**src/occ_pkg.sv**
```systemverilog
// package: register map, field layout, reset values and source codes
package occ_pkg;

   // ****************************************************
   // register offsets
   // ****************************************************
   localparam logic [3:0] OFS_OSC_CTRL = 4'h0;
   localparam logic [3:0] OFS_CLK_DIV  = 4'h4;
   localparam logic [3:0] OFS_RC_TRIM  = 4'h8;
   localparam logic [3:0] OFS_CFG_STAT = 4'hC;

   // ****************************************************
   // field positions
   // ****************************************************
   localparam int ACT_SRC_LSB   = 12;
   localparam int TGT_SRC_LSB   = 8;
   localparam int FREEZE_BIT    = 7;
   localparam int PINMAP_BIT    = 6;
   localparam int PLL_OK_BIT    = 5;
   localparam int FAIL_BIT      = 3;
   localparam int PRI_SLEEP_BIT = 2;
   localparam int SEC_ON_BIT    = 1;
   localparam int SW_REQ_BIT    = 0;
   localparam int WAKE_BIT      = 15;
   localparam int RATIO_LSB     = 12;
   localparam int RATIO_EN_BIT  = 11;
   localparam int RCPS_LSB      = 8;
   localparam int SYSPS_LSB     = 6;

   // ****************************************************
   // reset values, unlock keys, settle count and response codes
   // ****************************************************
   localparam logic [2:0] RCPS_RST  = 3'h1;
   localparam logic [7:0] KEY_HI_A  = 8'h78;
   localparam logic [7:0] KEY_HI_B  = 8'h9A;
   localparam logic [7:0] KEY_LO_A  = 8'h46;
   localparam logic [7:0] KEY_LO_B  = 8'h57;
   localparam logic [3:0] SETTLE_CYC = 4'hA;
   localparam logic [1:0] RESP_OKAY  = 2'h0;
   localparam logic [1:0] RESP_SLVERR = 2'h2;

   // ****************************************************
   // clock source codes
   // ****************************************************
   typedef enum logic [2:0] {
      SRC_FRC     = 3'h0,
      SRC_FRC_PLL = 3'h1,
      SRC_PRI     = 3'h2,
      SRC_PRI_PLL = 3'h3,
      SRC_SEC     = 3'h4,
      SRC_SLOW_INTERNAL_RC    = 3'h5,
      SRC_RSVD    = 3'h6,
      SRC_FRC_PS  = 3'h7
   } occ_src_e;

   typedef struct packed {
      logic       switch_enabled;
      logic       monitor_enabled;
      logic       one_way_freeze;
      logic [2:0] initial_source;
   } occ_cfg_s;

   typedef struct packed {
      logic [2:0] peri_ratio_log2;
      logic [2:0] rc_postscale_log2;
      logic [1:0] sys_postscale_log2;
      logic [5:0] rc_trim;
      logic       primary_run_in_sleep;
      logic       secondary_osc_on;
   } occ_ctl_s;

endpackage

```
**src/occ_top.sv**
```systemverilog
// oscillator control registers with AXI4-Lite slave and switch sequencer
//
// Function
// - read-only active_source_sel shows the running clock source code
// - target_source_sel is writable, resets from initial_source_config
// - switch_request stays set while switch pending, cleared on completion
// - with switching disabled switch_request ignores writes, reads zero
// - switching disabled: target ignored, active shows initial source
// - selection_freeze set-only; with monitor enabled it blocks changes
// - pin_map_freeze changes only after unlock; one-way config makes sticky
// - PLL status reads lock; cleared on valid switch and non-PLL modes
// - clock_fail_flag set by monitor, software may only clear it
// - primary_run_in_sleep keeps primary oscillator running in sleep
// - secondary_osc_on turns 32 kHz secondary oscillator on or off
// - wake_restore_ratio makes any interrupt clear ratio_apply
// - peripheral ratio field is a power of two, 1:1 to 1:128
// - ratio_apply zero forces peripheral ratio to 1:1
// - rc_postscale_sel divides fast RC by 1..64 or 256, resets 001
// - sys_postscale_sel divides PLL branch by 1, 2, 4 or 8
// - six-bit two's complement rc_trim, zero is calibrated centre
// - all unimplemented bits read as zero
// - primary submode fixed by configuration, switches never change it
// - switching enabled only when switching_config_bit is zero
// - switch: abort if same or reserved, else clear flags, wait, settle, copy
//
// Chosen here: the AXI4-Lite slave port and the register addresses.
`timescale 1ns/1ps
module occ_top (
   input  wire logic            sys_clk,
   input  wire logic            resetn,
   input  wire logic [3:0]      s_axi_awaddr,
   input  wire logic            s_axi_awvalid,
   output logic                 s_axi_awready,
   input  wire logic [31:0]     s_axi_wdata,
   input  wire logic [3:0]      s_axi_wstrb,
   input  wire logic            s_axi_wvalid,
   output logic                 s_axi_wready,
   output logic [1:0]           s_axi_bresp,
   output logic                 s_axi_bvalid,
   input  wire logic            s_axi_bready,
   input  wire logic [3:0]      s_axi_araddr,
   input  wire logic            s_axi_arvalid,
   output logic                 s_axi_arready,
   output logic [31:0]          s_axi_rdata,
   output logic [1:0]           s_axi_rresp,
   output logic                 s_axi_rvalid,
   input  wire logic            s_axi_rready,
   input  wire logic            switching_config_bit,
   input  wire logic            monitor_config_bit,
   input  wire logic            one_way_freeze_config,
   input  wire logic [2:0]      initial_source_config,
   input  wire logic            src_ready,
   input  wire logic            src_tick,
   input  wire logic            pll_locked,
   input  wire logic            clock_fail_event,
   input  wire logic            interrupt_event,
   output logic [2:0]           active_source_sel,
   output logic                 src_start,
   output logic [2:0]           src_start_sel,
   output occ_pkg::occ_ctl_s    clk_ctl
);
   // ****************************************************
   // synchronisers and configuration capture
   // ****************************************************
   logic [1:0] rdy_s_r, tick_s_r, lock_s_r, fail_s_r, irq_s_r;
   logic       tick_d_r, fail_d_r, irq_d_r;
   logic       tick_ev, fail_ev, irq_ev;

   always_ff @(posedge sys_clk or negedge resetn) begin
      if (!resetn) begin
         rdy_s_r  <= 2'h0;
         tick_s_r <= 2'h0;
         lock_s_r <= 2'h0;
         fail_s_r <= 2'h0;
         irq_s_r  <= 2'h0;
         tick_d_r <= 1'b0;
         fail_d_r <= 1'b0;
         irq_d_r  <= 1'b0;
      end else begin
         rdy_s_r  <= {rdy_s_r[0], src_ready};
         tick_s_r <= {tick_s_r[0], src_tick};
         lock_s_r <= {lock_s_r[0], pll_locked};
         fail_s_r <= {fail_s_r[0], clock_fail_event};
         irq_s_r  <= {irq_s_r[0], interrupt_event};
         tick_d_r <= tick_s_r[1];
         fail_d_r <= fail_s_r[1];
         irq_d_r  <= irq_s_r[1];
      end
   end
   assign tick_ev = tick_s_r[1] & ~tick_d_r;
   assign fail_ev = fail_s_r[1] & ~fail_d_r;
   assign irq_ev  = irq_s_r[1] & ~irq_d_r;

   occ_pkg::occ_cfg_s cfg_r;
   logic              cfg_ok_r;
   always_ff @(posedge sys_clk or negedge resetn) begin
      if (!resetn) begin
         cfg_r    <= '0;
         cfg_ok_r <= 1'b0;
      end else if (!cfg_ok_r) begin
         cfg_ok_r <= 1'b1;
         cfg_r.switch_enabled  <= ~switching_config_bit;
         cfg_r.monitor_enabled <= ~switching_config_bit
                                  & ~monitor_config_bit;
         cfg_r.one_way_freeze  <= one_way_freeze_config;
         cfg_r.initial_source  <= initial_source_config;
      end
   end

   // ****************************************************
   // AXI4-Lite handshake
   // ****************************************************
   logic [3:0]  aw_r;
   logic [31:0] wd_r;
   logic [3:0]  ws_r;
   logic        aw_ok_r, w_ok_r;
   logic        wr_go;
   logic [31:0] rd_val;
   logic        rd_hit;

   assign s_axi_awready = ~aw_ok_r & ~s_axi_bvalid;
   assign s_axi_wready  = ~w_ok_r & ~s_axi_bvalid;
   assign s_axi_arready = ~s_axi_rvalid;
   assign wr_go = aw_ok_r & w_ok_r & ~s_axi_bvalid;

   always_ff @(posedge sys_clk or negedge resetn) begin
      if (!resetn) begin
         aw_r    <= 4'h0;
         wd_r    <= 32'h0;
         ws_r    <= 4'h0;
         aw_ok_r <= 1'b0;
         w_ok_r  <= 1'b0;
      end else begin
         if (s_axi_awvalid && s_axi_awready) begin
            aw_r    <= s_axi_awaddr;
            aw_ok_r <= 1'b1;
         end else if (wr_go) begin
            aw_ok_r <= 1'b0;
         end
         if (s_axi_wvalid && s_axi_wready) begin
            wd_r   <= s_axi_wdata;
            ws_r   <= s_axi_wstrb;
            w_ok_r <= 1'b1;
         end else if (wr_go) begin
            w_ok_r <= 1'b0;
         end
      end
   end

   always_ff @(posedge sys_clk or negedge resetn) begin
      if (!resetn) begin
         s_axi_bvalid <= 1'b0;
         s_axi_bresp  <= occ_pkg::RESP_OKAY;
      end else if (wr_go) begin
         s_axi_bvalid <= 1'b1;
         s_axi_bresp  <= (aw_r == occ_pkg::OFS_CFG_STAT) ?
                         occ_pkg::RESP_SLVERR : occ_pkg::RESP_OKAY;
      end else if (s_axi_bready) begin
         s_axi_bvalid <= 1'b0;
      end
   end

   always_ff @(posedge sys_clk or negedge resetn) begin
      if (!resetn) begin
         s_axi_rvalid <= 1'b0;
         s_axi_rdata  <= 32'h0;
         s_axi_rresp  <= occ_pkg::RESP_OKAY;
      end else if (s_axi_arvalid && s_axi_arready) begin
         s_axi_rvalid <= 1'b1;
         s_axi_rdata  <= rd_val;
         s_axi_rresp  <= rd_hit ? occ_pkg::RESP_OKAY
                                : occ_pkg::RESP_SLVERR;
      end else if (s_axi_rready) begin
         s_axi_rvalid <= 1'b0;
      end
   end

   // ****************************************************
   // unlock tracking on control register bytes
   // ****************************************************
   logic       ctl_wr, div_wr, trim_wr;
   logic [1:0] hi_st_r, lo_st_r;
   logic       hi_open, lo_open;
   logic [7:0] hi_b, lo_b;

   assign ctl_wr  = wr_go && aw_r == occ_pkg::OFS_OSC_CTRL;
   assign div_wr  = wr_go && aw_r == occ_pkg::OFS_CLK_DIV;
   assign trim_wr = wr_go && aw_r == occ_pkg::OFS_RC_TRIM;
   assign hi_b    = wd_r[15:8];
   assign lo_b    = wd_r[7:0];
   assign hi_open = hi_st_r == 2'h2;
   assign lo_open = lo_st_r == 2'h2;

   // key bytes must arrive on consecutive bus writes; any other bus write resets that byte's key state
   always_ff @(posedge sys_clk or negedge resetn) begin
      if (!resetn) begin
         hi_st_r <= 2'h0;
         lo_st_r <= 2'h0;
      end else if (wr_go) begin
         if (ctl_wr && ws_r[1] && hi_st_r == 2'h0
             && hi_b == occ_pkg::KEY_HI_A) begin
            hi_st_r <= 2'h1;
         end else if (ctl_wr && ws_r[1] && hi_st_r == 2'h1
                      && hi_b == occ_pkg::KEY_HI_B) begin
            hi_st_r <= 2'h2;
         end else begin
            hi_st_r <= 2'h0;
         end
         if (ctl_wr && ws_r[0] && lo_st_r == 2'h0
             && lo_b == occ_pkg::KEY_LO_A) begin
            lo_st_r <= 2'h1;
         end else if (ctl_wr && ws_r[0] && lo_st_r == 2'h1
                      && lo_b == occ_pkg::KEY_LO_B) begin
            lo_st_r <= 2'h2;
         end else begin
            lo_st_r <= 2'h0;
         end
      end
   end

   // ****************************************************
   // control register fields
   // ****************************************************
   logic [2:0] act_src_r, tgt_src_r, pend_src_r;
   logic       sw_req_r, freeze_r, pinmap_r, pll_ok_r, fail_r;
   logic       pri_sleep_r, sec_on_r;
   logic       frozen, hi_wr_ok, lo_wr_ok, sw_done, sw_abort, sw_clear;

   assign frozen   = freeze_r & cfg_r.monitor_enabled;
   assign hi_wr_ok = ctl_wr & ws_r[1] & hi_open;
   assign lo_wr_ok = ctl_wr & ws_r[0] & lo_open;

   always_ff @(posedge sys_clk or negedge resetn) begin
      if (!resetn) begin
         tgt_src_r <= 3'h0;
      end else if (!cfg_ok_r) begin
         tgt_src_r <= initial_source_config;
      end else if (hi_wr_ok && !frozen) begin
         tgt_src_r <= wd_r[occ_pkg::TGT_SRC_LSB +: 3];
      end
   end

   always_ff @(posedge sys_clk or negedge resetn) begin
      if (!resetn) begin
         act_src_r <= 3'h0;
      end else if (!cfg_ok_r) begin
         act_src_r <= initial_source_config;
      end else if (sw_done) begin
         act_src_r <= pend_src_r;
      end
   end
   assign active_source_sel = act_src_r;

   always_ff @(posedge sys_clk or negedge resetn) begin
      if (!resetn) begin
         sw_req_r <= 1'b0;
      end else if (!cfg_r.switch_enabled) begin
         sw_req_r <= 1'b0;
      end else if (sw_clear) begin
         sw_req_r <= 1'b0;
      end else if (lo_wr_ok && wd_r[occ_pkg::SW_REQ_BIT] && !frozen) begin
         sw_req_r <= 1'b1;
      end
   end

   always_ff @(posedge sys_clk or negedge resetn) begin
      if (!resetn) begin
         freeze_r    <= 1'b0;
         pinmap_r    <= 1'b0;
         pri_sleep_r <= 1'b0;
         sec_on_r    <= 1'b0;
      end else if (lo_wr_ok) begin
         freeze_r    <= freeze_r | wd_r[occ_pkg::FREEZE_BIT];
         if (!(pinmap_r && cfg_r.one_way_freeze)) begin
            pinmap_r <= wd_r[occ_pkg::PINMAP_BIT];
         end
         pri_sleep_r <= wd_r[occ_pkg::PRI_SLEEP_BIT];
         sec_on_r    <= wd_r[occ_pkg::SEC_ON_BIT];
      end
   end

   always_ff @(posedge sys_clk or negedge resetn) begin
      if (!resetn) begin
         fail_r <= 1'b0;
      end else if (fail_ev && cfg_r.monitor_enabled) begin
         fail_r <= 1'b1;
      end else if (sw_abort) begin
         fail_r <= 1'b0;
      end else if (lo_wr_ok && !wd_r[occ_pkg::FAIL_BIT]) begin
         fail_r <= 1'b0;
      end
   end

   // ****************************************************
   // switch sequencer
   // ****************************************************
   typedef enum logic [3:0] {
      ST_IDLE   = 4'h1,
      ST_WAIT   = 4'h2,
      ST_SETTLE = 4'h4,
      ST_DONE   = 4'h8
   } occ_st_e;
   occ_st_e st_r;
   logic    settle_go, settle_done, pll_tgt;

   assign pll_tgt  = pend_src_r == occ_pkg::SRC_FRC_PLL
                     || pend_src_r == occ_pkg::SRC_PRI_PLL;
   assign sw_abort = st_r == ST_IDLE && sw_req_r
                     && tgt_src_r != act_src_r
                     && tgt_src_r != occ_pkg::SRC_RSVD;
   assign sw_clear = (st_r == ST_IDLE && sw_req_r && !sw_abort)
                     || sw_done;
   assign settle_go = st_r == ST_WAIT && rdy_s_r[1]
                      && (!pll_tgt || lock_s_r[1]);
   assign sw_done  = st_r == ST_DONE;

   always_ff @(posedge sys_clk or negedge resetn) begin
      if (!resetn) begin
         st_r       <= ST_IDLE;
         pend_src_r <= 3'h0;
      end else begin
         case (st_r)
            ST_IDLE: begin
               if (sw_abort) begin
                  pend_src_r <= tgt_src_r;
                  st_r       <= ST_WAIT;
               end
            end
            ST_WAIT: begin
               if (settle_go) begin
                  st_r <= ST_SETTLE;
               end
            end
            ST_SETTLE: begin
               if (settle_done) begin
                  st_r <= ST_DONE;
               end
            end
            ST_DONE: st_r <= ST_IDLE;
            default: st_r <= ST_IDLE;
         endcase
      end
   end

   assign src_start     = st_r == ST_WAIT;
   assign src_start_sel = pend_src_r;

   occ_settle #(
      .COUNT (occ_pkg::SETTLE_CYC)
   ) occ_settle_inst (
      .sys_clk (sys_clk),
      .resetn  (resetn),
      .start   (settle_go),
      .tick    (tick_ev),
      .done    (settle_done)
   );

   always_ff @(posedge sys_clk or negedge resetn) begin
      if (!resetn) begin
         pll_ok_r <= 1'b0;
      end else if (sw_abort) begin
         pll_ok_r <= 1'b0;
      end else if (act_src_r != occ_pkg::SRC_FRC_PLL
                   && act_src_r != occ_pkg::SRC_PRI_PLL
                   && st_r == ST_IDLE) begin
         pll_ok_r <= 1'b0;
      end else begin
         pll_ok_r <= lock_s_r[1];
      end
   end

   // ****************************************************
   // divider and trim registers
   // ****************************************************
   logic       wake_r, ratio_en_r;
   logic [2:0] ratio_r, rcps_r;
   logic [1:0] sysps_r;
   logic [5:0] trim_r;

   always_ff @(posedge sys_clk or negedge resetn) begin
      if (!resetn) begin
         ratio_en_r <= 1'b0;
      end else if (irq_ev && wake_r) begin
         ratio_en_r <= 1'b0;
      end else if (div_wr && ws_r[1]) begin
         ratio_en_r <= wd_r[occ_pkg::RATIO_EN_BIT];
      end
   end

   always_ff @(posedge sys_clk or negedge resetn) begin
      if (!resetn) begin
         wake_r  <= 1'b0;
         ratio_r <= 3'h0;
         rcps_r  <= occ_pkg::RCPS_RST;
         sysps_r <= 2'h0;
      end else if (div_wr) begin
         if (ws_r[1]) begin
            wake_r  <= wd_r[occ_pkg::WAKE_BIT];
            ratio_r <= wd_r[occ_pkg::RATIO_LSB +: 3];
            rcps_r  <= wd_r[occ_pkg::RCPS_LSB +: 3];
         end
         if (ws_r[0]) begin
            sysps_r <= wd_r[occ_pkg::SYSPS_LSB +: 2];
         end
      end
   end

   always_ff @(posedge sys_clk or negedge resetn) begin
      if (!resetn) begin
         trim_r <= 6'h0;
      end else if (trim_wr && ws_r[0]) begin
         trim_r <= wd_r[5:0];
      end
   end

   always_ff @(posedge sys_clk or negedge resetn) begin
      if (!resetn) begin
         clk_ctl <= '0;
      end else begin
         clk_ctl.peri_ratio_log2 <= ratio_en_r ? ratio_r : 3'h0;
         clk_ctl.rc_postscale_log2 <= rcps_r; // code 7 is /256
         clk_ctl.sys_postscale_log2 <= sysps_r;
         clk_ctl.rc_trim <= trim_r;
         clk_ctl.primary_run_in_sleep <= pri_sleep_r;
         clk_ctl.secondary_osc_on <= sec_on_r;
      end
   end

   // ****************************************************
   // read mux
   // ****************************************************
   always_comb begin
      rd_val = 32'h0;
      rd_hit = 1'b1;
      case (s_axi_araddr)
         occ_pkg::OFS_OSC_CTRL: begin
            rd_val[occ_pkg::ACT_SRC_LSB +: 3] = act_src_r;
            rd_val[occ_pkg::TGT_SRC_LSB +: 3] = tgt_src_r;
            rd_val[occ_pkg::FREEZE_BIT]    = freeze_r;
            rd_val[occ_pkg::PINMAP_BIT]    = pinmap_r;
            rd_val[occ_pkg::PLL_OK_BIT]    = pll_ok_r;
            rd_val[occ_pkg::FAIL_BIT]      = fail_r;
            rd_val[occ_pkg::PRI_SLEEP_BIT] = pri_sleep_r;
            rd_val[occ_pkg::SEC_ON_BIT]    = sec_on_r;
            rd_val[occ_pkg::SW_REQ_BIT]    = sw_req_r;
         end
         occ_pkg::OFS_CLK_DIV: begin
            rd_val[occ_pkg::WAKE_BIT]        = wake_r;
            rd_val[occ_pkg::RATIO_LSB +: 3]  = ratio_r;
            rd_val[occ_pkg::RATIO_EN_BIT]    = ratio_en_r;
            rd_val[occ_pkg::RCPS_LSB +: 3]   = rcps_r;
            rd_val[occ_pkg::SYSPS_LSB +: 2]  = sysps_r;
         end
         occ_pkg::OFS_RC_TRIM: rd_val[5:0] = trim_r;
         occ_pkg::OFS_CFG_STAT: begin
            rd_val[0] = cfg_r.switch_enabled;
            rd_val[1] = cfg_r.monitor_enabled;
            rd_val[2] = hi_open;
            rd_val[3] = lo_open;
            rd_val[7:4] = st_r;
         end
         default: rd_hit = 1'b0;
      endcase
   end
endmodule

```
**src/occ_settle.sv**
```systemverilog
// settle counter: counts new-source clock ticks after ready
`timescale 1ns/1ps
module occ_settle #(
   parameter logic [3:0] COUNT = 4'hA
) (
   input  wire logic sys_clk,
   input  wire logic resetn,
   input  wire logic start,
   input  wire logic tick,
   output logic      done
);
   logic [3:0] cnt_r;
   logic       run_r;

   always_ff @(posedge sys_clk or negedge resetn) begin
      if (!resetn) begin
         cnt_r <= 4'h0;
         run_r <= 1'b0;
      end else if (start) begin
         cnt_r <= 4'h0;
         run_r <= 1'b1;
      end else if (run_r && tick) begin
         cnt_r <= cnt_r + 4'h1;
         if (cnt_r == COUNT - 4'h1) begin
            run_r <= 1'b0;
         end
      end
   end

   assign done = run_r && tick && (cnt_r == COUNT - 4'h1);
endmodule

```
**config.mk**
```make
export PLATFORM = sky130hd
export DESIGN_NAME = occ_top
export DESIGN_NICKNAME = d
export VERILOG_FILES = /design/src/occ_pkg.sv /design/src/occ_top.sv /design/src/occ_settle.sv
export SDC_FILE = /design/constraint.sdc
export NUM_CORES = 1
export LEC_CHECK = 0
export ABC_AREA = 1
export BUFFER_PORTS_ARGS = -buffer_cell sky130_fd_sc_hd__buf_2
export CAP_MARGIN = 10
export CORE_ASPECT_RATIO = 0.5
export CORE_MARGIN = 5
export CORE_UTILIZATION = 30
export CTS_CLUSTER_DIAMETER = 60
export DETAILED_ROUTE_END_ITERATION = 10
export MAX_ROUTING_LAYER = met4
export PLACE_DENSITY = 0.59
export SYNTH_ARGS = -nofsm -noshare
export SYNTH_HDL_FRONTEND = slang
export SYNTH_SLANG_ARGS = --single-unit
```
**constraint.sdc**
```tcl
create_clock -name sys_clk -period 1.3 [get_ports sys_clk]
set_input_delay 0.195 -clock sys_clk [delete_from_list [all_inputs] [get_ports sys_clk]]
set_output_delay 0.195 -clock sys_clk [all_outputs]
set_load 0.05 [all_outputs]
```
======== Word-level counts from Yosys, hierarchy flattened ========
Index checks and enable logic that the tools add are counted.
storage, ports and cells
  register bits ........................... 124
  input port bits ......................... 62
cells by class
  $add $sub $neg .......................... 1
  equality and inequality tests ........... 31
  muxes and demuxes ....................... 46
  bitwise operators ....................... 24
  reduce and logical (&&, ||, !) cells .... 61
operators by type and width
  kind                 number
  $logic_and 1x1->1    35
  $eq 4x4->1 const B   6
  $eq 8x7->1 const B   3
  $pmux 4 s3           2
  $mux 1               23
  $mux 4               5
  $mux 3               5
  $reduce_bool 2->1    7
  $and 1x1->1          13
  $eq 4x3->1 const B   3
  $mux 2               6
  $pmux 3 s2           2
  $not 1->1            10
  $reduce_and 2->1     5
  $eq 8x8->1 const B   1
  $logic_not 4->1      2
  $ne 2x1->1 const B   4
  $ne 3x1->1 const B   2
  $pmux 2 s3           1
  $add 4x1->4 const B  1
  $eq 2x1->1 const B   2
  $eq 2x2->1 const B   2
  $eq 4x1->1 const B   1
  $eq 4x2->1 const B   1
  other kinds (15)     21

======== Depth between registers and ports, before layout ========
Gate-level depths: netlist of the first run.
  word-level depth ........................ 10
  mapped depth ............................ 9

======== Cells and area by module ========
A second synthesis of the first run with hierarchy kept.
unflattened totals
  cell total of the unflattened synthesis .. 551
  area total of the unflattened synthesis .. 5257.5 µm²
modules (own cells, without submodules)
  module      times used  cells each  area each (µm²)  sequential area each (µm²)
  occ_top     1           519         4988.5           2930.3
  occ_settle  1           32          269.0            125.1

======== Least setup slack after synthesis of the first run ========
No wires, ideal clock.
  kind .................................... reg2reg
  start ................................... register s_axi_bvalid
  end ..................................... register wd_r[3]
  library setup time ...................... 125 ps
  data arrival time ....................... 2039 ps
  data required time ...................... 1175 ps
  path slack .............................. -863 ps
  stages on the path, launching flop included .. 6
  buffers on the path ..................... 1
  path through ............................ dfrtp_1 -> nor2_1 -> nand2_1 -> buf_2 -> nor2_1 -> a21oi_1
on the way
  longest elaborated chain between the ends .. 3
RTL lines
  what                    line            text
  start, declared         occ_top.sv:39   output logic s_axi_bvalid,
  start signal, assigned  occ_top.sv:152  s_axi_bvalid <= 1'b0;
  start signal, assigned  occ_top.sv:155  s_axi_bvalid <= 1'b1;
  start signal, assigned  occ_top.sv:159  s_axi_bvalid <= 1'b0;
  $not 1->1               occ_top.sv:122  assign s_axi_wready = ~w_ok_r & ~s_axi_bvalid;
  $and 1x1->1             occ_top.sv:122
  via s_axi_wready        occ_top.sv:37   output logic s_axi_wready,
  $logic_and 1x1->1       occ_top.sv:140  if (s_axi_wvalid && s_axi_wready) begin
  end signal, assigned    occ_top.sv:141  wd_r <= s_axi_wdata;
  end, declared           occ_top.sv:114  logic [31:0] wd_r;
The timed path passes the listed nets, and every way through them passes these cells.
A chain may end at the register's enable or synchronous reset.

======== Worst setup path in the final report of the first run ========
  start ................................... register st_r[0]
  end ..................................... output src_start
on the way
  longest elaborated chain between the ends .. 1
RTL lines
  what                    line            text
  start, declared         occ_top.sv:303  occ_st_e st_r;
  start signal, assigned  occ_top.sv:319  st_r <= ST_IDLE;
  start signal, assigned  occ_top.sv:326  st_r <= ST_WAIT;
  start signal, assigned  occ_top.sv:331  st_r <= ST_SETTLE;
  $eq 4x2->1              occ_top.sv:345  assign src_start = st_r == ST_WAIT;
  end, declared           occ_top.sv:58   output logic src_start,
Every way passes these cells.

==> impl_metrics.py, run 1 <==
metrics = {
    "min_path": {
        "hold_path_class": "input port to register",
        "whs_path_depth": 3,
        "worstHoldStart": "one_way_freeze_config",
    },
    "layout": {
        "final_util": 0.476,
        "syn_to_final_growth_pct": 54.1,
        "drive_gt1_frac": 0.458,
        "multi_input_area_mm2": 0.00220,
        "regArea_mm2": 0.00306,
        "design_area_mm2": 0.00787,
        "fillers": 1517,
        "layout.nets": 797,
    },
    "timing": {
        "rsz0062_at_grt": "true",
        "fin_skew_ns": 0.00526,
        "finalCritPeriodShare": 1.26,
        "setup_ws_ns": -0.342,
        "min_period_ns": 1.64,
        "drv_slew": 0,
        "tns_ns": -9.84,
        "hold_viol_final": 0,
        "clock.fmax_ghz": 0.609,
        "fin_worst_hold_slack_ns": 0.0144,
        "setup_viol": 69,
    },
    "critical_path": {
        "crit_start": "st_r[0]$_DFFE_PN1P_",
        "cp.arrival_ns": 1.45,
        "cp-end-kind": "primary output",
        "crit_type": "register to primary output",
        "crit_required_ns": 1.11,
        "rr_worst_depth": 10,
        "crit_path_max_fanout": 2,
        "critPathLaunchType": "register",
        "rr_startpoint": "st_r[0]$_DFFE_PN1P_",
    },
    "clock_tree": {
        "clock_sinks": 122,
        "cts_tree": "done",
        "clk-insertion-delay-late_ns": 0.40,
        "clk_pin_slew_ns": 0.06,
        "cts_max_path_buffers": 2,
        "cts_max_level": 4,
        "cts-buffers-inserted": 17,
        "clockRootBuffer": "clkbuf_16",
    },
    "routing": {
        "drt.antenna.violating_nets": 0,
        "wirelength_mm": 14.7,
        "drt_iter0_markers": 282,
        "drc": 0,
        "dr.pass1.iters": 4,
        "num_vias": 4314,
        "via_per_inst": 4.42,
        "wl_per_cell_um": 15.0,
    },
    "placement": {
        "preCtsSetupSlack_ns": -0.147,
        "io_buffers": 89,
        "hpwlAfterDp_mm": 9.95,
        "place.gp.congestion": 0.845,
        "postPlaceCellArea_mm2": 0.00622,
    },
    "grt": {
        "track_usage": 0.146,
        "antenna_found_initial": 4,
        "grt.overflow.total": 0,
        "grt_start_max_net_pins": 49,
        "grt_pass1_vias": 4167,
        "grt_pass1_wl_mm": 22.2,
    },
    "logic_synthesis": {
        "synth_edf_count": 0,
        "synth.most_common_cell": "nand2_1",
        "ys_seq_area_frac": 0.599,
        "synth.largest_area_cell": "dfrtp_1",
        "ys_warn_count": 0,
        "synth_compound_area_frac": 0.0821,
        "synthTopCellsByArea": "dfrtp_1 59%, nand2_1 11%, inv_1 3.8%, nor2_1 3.3%, buf_4 3.2%",
        "yosys_most_used_dff": "dfrtp_1",
        "synth_cells": 548,
        "synth_top_family_by_area": "simple AND/OR/NAND/NOR gates",
        "yosys.area_share.simple": 0.218,
        "synth_common_cells": "146 x nand2_1, 120 x dfrtp_1, 52 x inv_1",
        "synth_mux_area_frac": 0.00882,
        "synth_xor_area_frac": 0.00343,
        "ys_ff_latch": 122,
        "synth-adder-area-share": 0.00490,
        "syn_area_mm2": 0.00510,
        "synth_top_area_frac": 0.588,
        "syn_avg_cell_area_um2": 9.32,
        "async_flop_share": 1.00,
        "ys_types": 39,
    },
    "floorplan": {
        "initial_core_util": 0.309,
        "die_h_um": 102,
        "core_region_area_mm2": 0.0165,
        "die_w_um": 194,
        "dieArea_mm2": 0.0199,
        "rows": 33,
        "ios": 126,
    },
    "power": {
        "leakagePower_uw": 0.00385,
        "pwr_density_cell_mw_per_mm2": 1960,
        "peakVddDrop_v": 0.000913,
    },
    "job": {
        "cap_violations": 0,
    },
    "run_status": {
        "violations": "setup timing",
        "outcome": "finished with violations",
    },
}
## flip-flops by register name (all words and copies together) (netlist names), 4 cells and up
name                   count
occ_settle_inst.cnt_r      4
st_r                       4
clk_ctl                   16
s_axi_rdata               16
trim_r                     6
aw_r                       4
wd_r                      16
## kinds of logic after synthesis
kind of cell             Yosys count
other                              2
XOR/XNOR                           2
AND/OR/NAND/NOR                  252
buffers and inverters             89
flip-flops                       122
AO/OA/AOI/OAI                     75
adder cells (fa/ha/maj)            2
multiplexers                       4
## timing repair
action	CTS	global route
gates cloned	1	2
pin swaps	14	37
endpoints found under the hold margin	128	0
resized for setup	61	117
hold buffers	9	0
setup endpoints to repair	47	69
buffers inserted	16	18
## power breakdown
part / switching (uW) / leakage [uW] / internal (uW)
Combinational: 3000 / 0.00201 / 1940
Clock: 1700 / 0.000308 / 3490
Sequential: 704 / 0.00153 / 4610
Total: 5400 / 0.00385 / 10000
## worst max-delay path, stage by stage (launching register included)
cell and delay, ns:
dfstp_2 0.53, inv_2 0.05, buf_6 0.12, nand3_4 0.07, clkinvlp_4 0.11, buf_8 0.16
## cell usage in the layout (no fill, tap or decap), drive strengths merged, types with 2 or more instances in the layout
| cell | synthesis | layout |
|---|---|---|
| conb | 2 | 19 |
| clkinv | 1 | 4 |
| buf | 26 | 166 |
| mux2 | 4 | 4 |
| dlygate4sd3 | 0 | 9 |
| dfrtp | 120 | 120 |
| dfstp | 2 | 2 |
| xnor2 | 2 | 2 |
| ha | 2 | 2 |
| nor3 | 8 | 8 |
| a31oi | 8 | 8 |
| o21ai | 40 | 40 |
| inv | 59 | 58 |
| bufinv | 0 | 5 |
| o22ai | 2 | 2 |
| a21oi | 23 | 23 |
| or2 | 2 | 2 |
| diode | 0 | 4 |
| nand4 | 10 | 10 |
| nand2 | 147 | 148 |
| clkinvlp | 0 | 5 |
| nor2 | 55 | 55 |
| nor4 | 2 | 2 |
| nand3 | 27 | 27 |
| clkbuf | 3 | 22 |
## metal layers
| metal | up-vias | GRT usage | share of wire |
|---|---|---|---|
| met1 | 2087 | 0.204 | 0.49 |
| met3 | 13 | 0.0408 | 0.048 |
| met4 | 0 | 0.0400 | 0.010 |
| met2 | 99 | 0.210 | 0.46 |
| li1 | 2115 | - | - |
| met5 | - | - | 0 |
## path summary, 6_finish.rpt
kind	to	slack, ns
max in group asynchronous	st_r[0]$_DFFE_PN1P_	0.63
min	cfg_r[3]$_DFFE_PN0N_	0.01
max	src_start	-0.34
min in group asynchronous	wd_r[9]$_DFFE_PN0P_	0.33
min reg2reg	tick_s_r[1]$_DFF_PN0_	0.34
max reg2reg	src_start_sel[0]$_DFFE_PN0P_	-0.33
## stage by stage
stage / total power (uW) / instances
floorplan: 7610 / 565
global placement: 8810 / 897
detailed placement: 8870 / 897
CTS: 14500 / 955
global route: 16200 / 977
finish: 15400 / 977
## cell type report
cell class / count / area share
Multi-Input combinational cell: 355 / 0.279
Clock buffer: 20 / 0.0580
Sequential cell: 122 / 0.389
Timing Repair Buffer: 177 / 0.182
Clock inverter: 12 / 0.0248
Inverter: 60 / 0.0297
Tap cell: 227 / 0.0361
Antenna cell: 4 / 0.00127
(Power assumes the default switching activity.)
==> run 2, diff against run 1 <==
--- a/config.mk
+++ b/config.mk
@@ -11,6 +11,7 @@
 export CORE_ASPECT_RATIO = 0.5
 export CORE_MARGIN = 5
 export CORE_UTILIZATION = 30
+export CTS_BUF_LIST = sky130_fd_sc_hd__clkbuf_4
 export CTS_CLUSTER_DIAMETER = 60
 export DETAILED_ROUTE_END_ITERATION = 10
 export MAX_ROUTING_LAYER = met4
==> run 2 against run 1 <==
Largest power group unchanged; the run still ends with setup timing left; maximum frequency is 7.4% lower; design area increased by 2.8%; critical path type unchanged; routed wire length is 0.14% lower; non-clock buffer count grew 42; global-route usage up 0.39 points.
==> impl_metrics.py, run 2 (synthesized netlist as in run 1, its figures left out) <==
metrics = {
    "grt": {
        "grt_pass1_wl_mm": 22.9,
        "antenna_found_initial": 0,
        "grt_pass1_vias": 4299,
        "grt.overflow.total": 0,
        "track_usage": 0.150,
        "grt_start_max_net_pins": 49,
    },
    "critical_path": {
        "crit_type": "register to primary output",
        "rr_startpoint": "st_r[0]$_DFFE_PN1P_",
        "cp-end-kind": "primary output",
        "critPathLaunchType": "register",
        "crit_start": "st_r[0]$_DFFE_PN1P_",
        "crit_required_ns": 1.11,
        "crit_path_max_fanout": 2,
        "cp.arrival_ns": 1.58,
    },
    "timing": {
        "setup_ws_ns": -0.473,
        "fin_skew_ns": 0.0122,
        "clock.fmax_ghz": 0.564,
        "drv_slew": 0,
        "hold_viol_final": 0,
        "finalCritPeriodShare": 1.36,
        "rsz0062_at_grt": "true",
        "fin_worst_hold_slack_ns": 0.0606,
        "min_period_ns": 1.77,
        "tns_ns": -8.57,
        "setup_viol": 70,
    },
    "power": {
        "total_power_uw": 13500,
        "pwr_density_cell_mw_per_mm2": 1670,
        "peakVddDrop_v": 0.000908,
        "leakagePower_uw": 0.00393,
    },
    "floorplan": {
        "dieArea_mm2": 0.0199,
        "rows": 33,
        "initial_core_util": 0.309,
        "ios": 126,
        "core_region_area_mm2": 0.0165,
        "die_h_um": 102,
        "die_w_um": 194,
    },
    "layout": {
        "layout.nets": 839,
        "syn_to_final_growth_pct": 58.4,
        "mostFrequentLayoutCells": "114 x dfrtp_1, 112 x nand2_1, 63 x buf_4",
        "layout_commonest_cell": "dfrtp_1",
        "top_regs": "clk_ctl: 16 flops, s_axi_rdata: 16 flops, wd_r: 16 flops",
        "drive_gt1_frac": 0.434,
        "diodes": 0,
        "final_util": 0.490,
    },
    "run_status": {
        "violations": "setup timing",
        "outcome": "finished with violations",
    },
    "routing": {
        "num_vias": 4443,
        "wl_per_cell_um": 14.4,
        "via_per_inst": 4.38,
        "drc": 0,
        "drt.antenna.violating_nets": 0,
        "drt_iter0_markers": 252,
        "wirelength_mm": 14.6,
        "dr.pass1.iters": 5,
    },
    "min_path": {
        "hold_path_class": "input port to register",
        "worstHoldStart": "s_axi_araddr[2]",
    },
    "job": {
        "cap_violations": 0,
    },
    "placement": {
        "preCtsSetupSlack_ns": -0.147,
        "place.gp.congestion": 0.845,
        "hpwlAfterDp_mm": 9.95,
        "io_buffers": 89,
    },
    "clock_tree": {
        "clk_pin_slew_ns": 0.11,
        "clock_sinks": 122,
        "cts-buffers-inserted": 17,
        "clockRootBuffer": "clkbuf_4",
        "cts_tree": "done",
        "cts_max_path_buffers": 2,
        "clk-insertion-delay-late_ns": 0.52,
        "cts_max_level": 4,
    },
}
[run 2: changes by cell type in the layout (fill, tap and decap cells not counted), moves of 3 or more]
cell | before | now
a21oi_1 | 4 | 16
a21oi_2 | 19 | 7
buf_2 | 80 | 42
buf_4 | 41 | 63
buf_6 | 31 | 58
clkbuf_16 | 18 | 2
clkbuf_4 | 1 | 18
diode_2 | 4 | 0
dlygate4sd3_1 | 9 | 39
nand2_4 | 7 | 10
nor2_2 | 14 | 17
nor2_4 | 16 | 13
[run 2: worst paths after layout]
path                                              endpoint  slack, ns  cells past startpoint
worst max-delay path                             src_start      -0.47                      5
worst min-delay path            s_axi_rdata[4]$_DFFE_PN0P_       0.06                      4
min in group asynchronous              wd_r[9]$_DFFE_PN0P_       0.21                      3
worst min register to register        rdy_s_r[1]$_DFF_PN0_       0.36                      0
max in group asynchronous              st_r[0]$_DFFE_PN1P_       0.76                      3
worst max register to register        sw_req_r$_DFFE_PN0P_      -0.35                     11
[run 2: power breakdown]
part	total (uW)	internal [uW]	leakage, uW	switching, uW
clock	3180	1720	0.000169	1460
sequential	5340	4600	0.00153	741
combinational	4990	2110	0.00223	2880
total	13500	8430	0.00393	5080
[run 2: critical path, cell delays in order, from the launching register on]
cell and delay [ns]:
dfstp_2 0.55, inv_2 0.05, buf_6 0.12, nand3_4 0.07, clkinvlp_4 0.11, buf_8 0.16
[run 2: metal layers]
metal | routed length (um) | global-route usage | share of wire | up-vias
met2 | 6650 | 0.220 | 0.45 | 107
li1 | - | - | - | 2178
met1 | 7060 | 0.210 | 0.48 | 2143
met3 | 761 | 0.0352 | 0.052 | 15
met5 | 0 | - | 0 | -
met4 | 171 | 0.0432 | 0.012 | 0
[run 2: per-stage QoR]
stage / cells / area, um^2
final: 1015 / 8090
after CTS: 996 / 7650
after detailed placement: 897 / 6220
after floorplan: 565 / 5280
after global placement: 897 / 6220
after global routing: 1015 / 8090
[run 2: cell type report]
class,count,area (um^2)
clock buffers,18,135
clock inverters,14,203
fillers,1497,8430
inverters,60,238
multi-input cells,355,2130
flip-flops and latches,122,3060
well taps,227,284
repair buffers,219,2040
[run 2: repair_timing]
item / 4_1_cts / 5_1_grt
resized for setup: 148 / 82
gates cloned: 0 / 3
pin swaps: 17 / 20
endpoints found under the setup margin: 90 / 116
hold endpoints to repair: 162 / 0
hold buffers: 39 / 0
setup buffers: 30 / 20
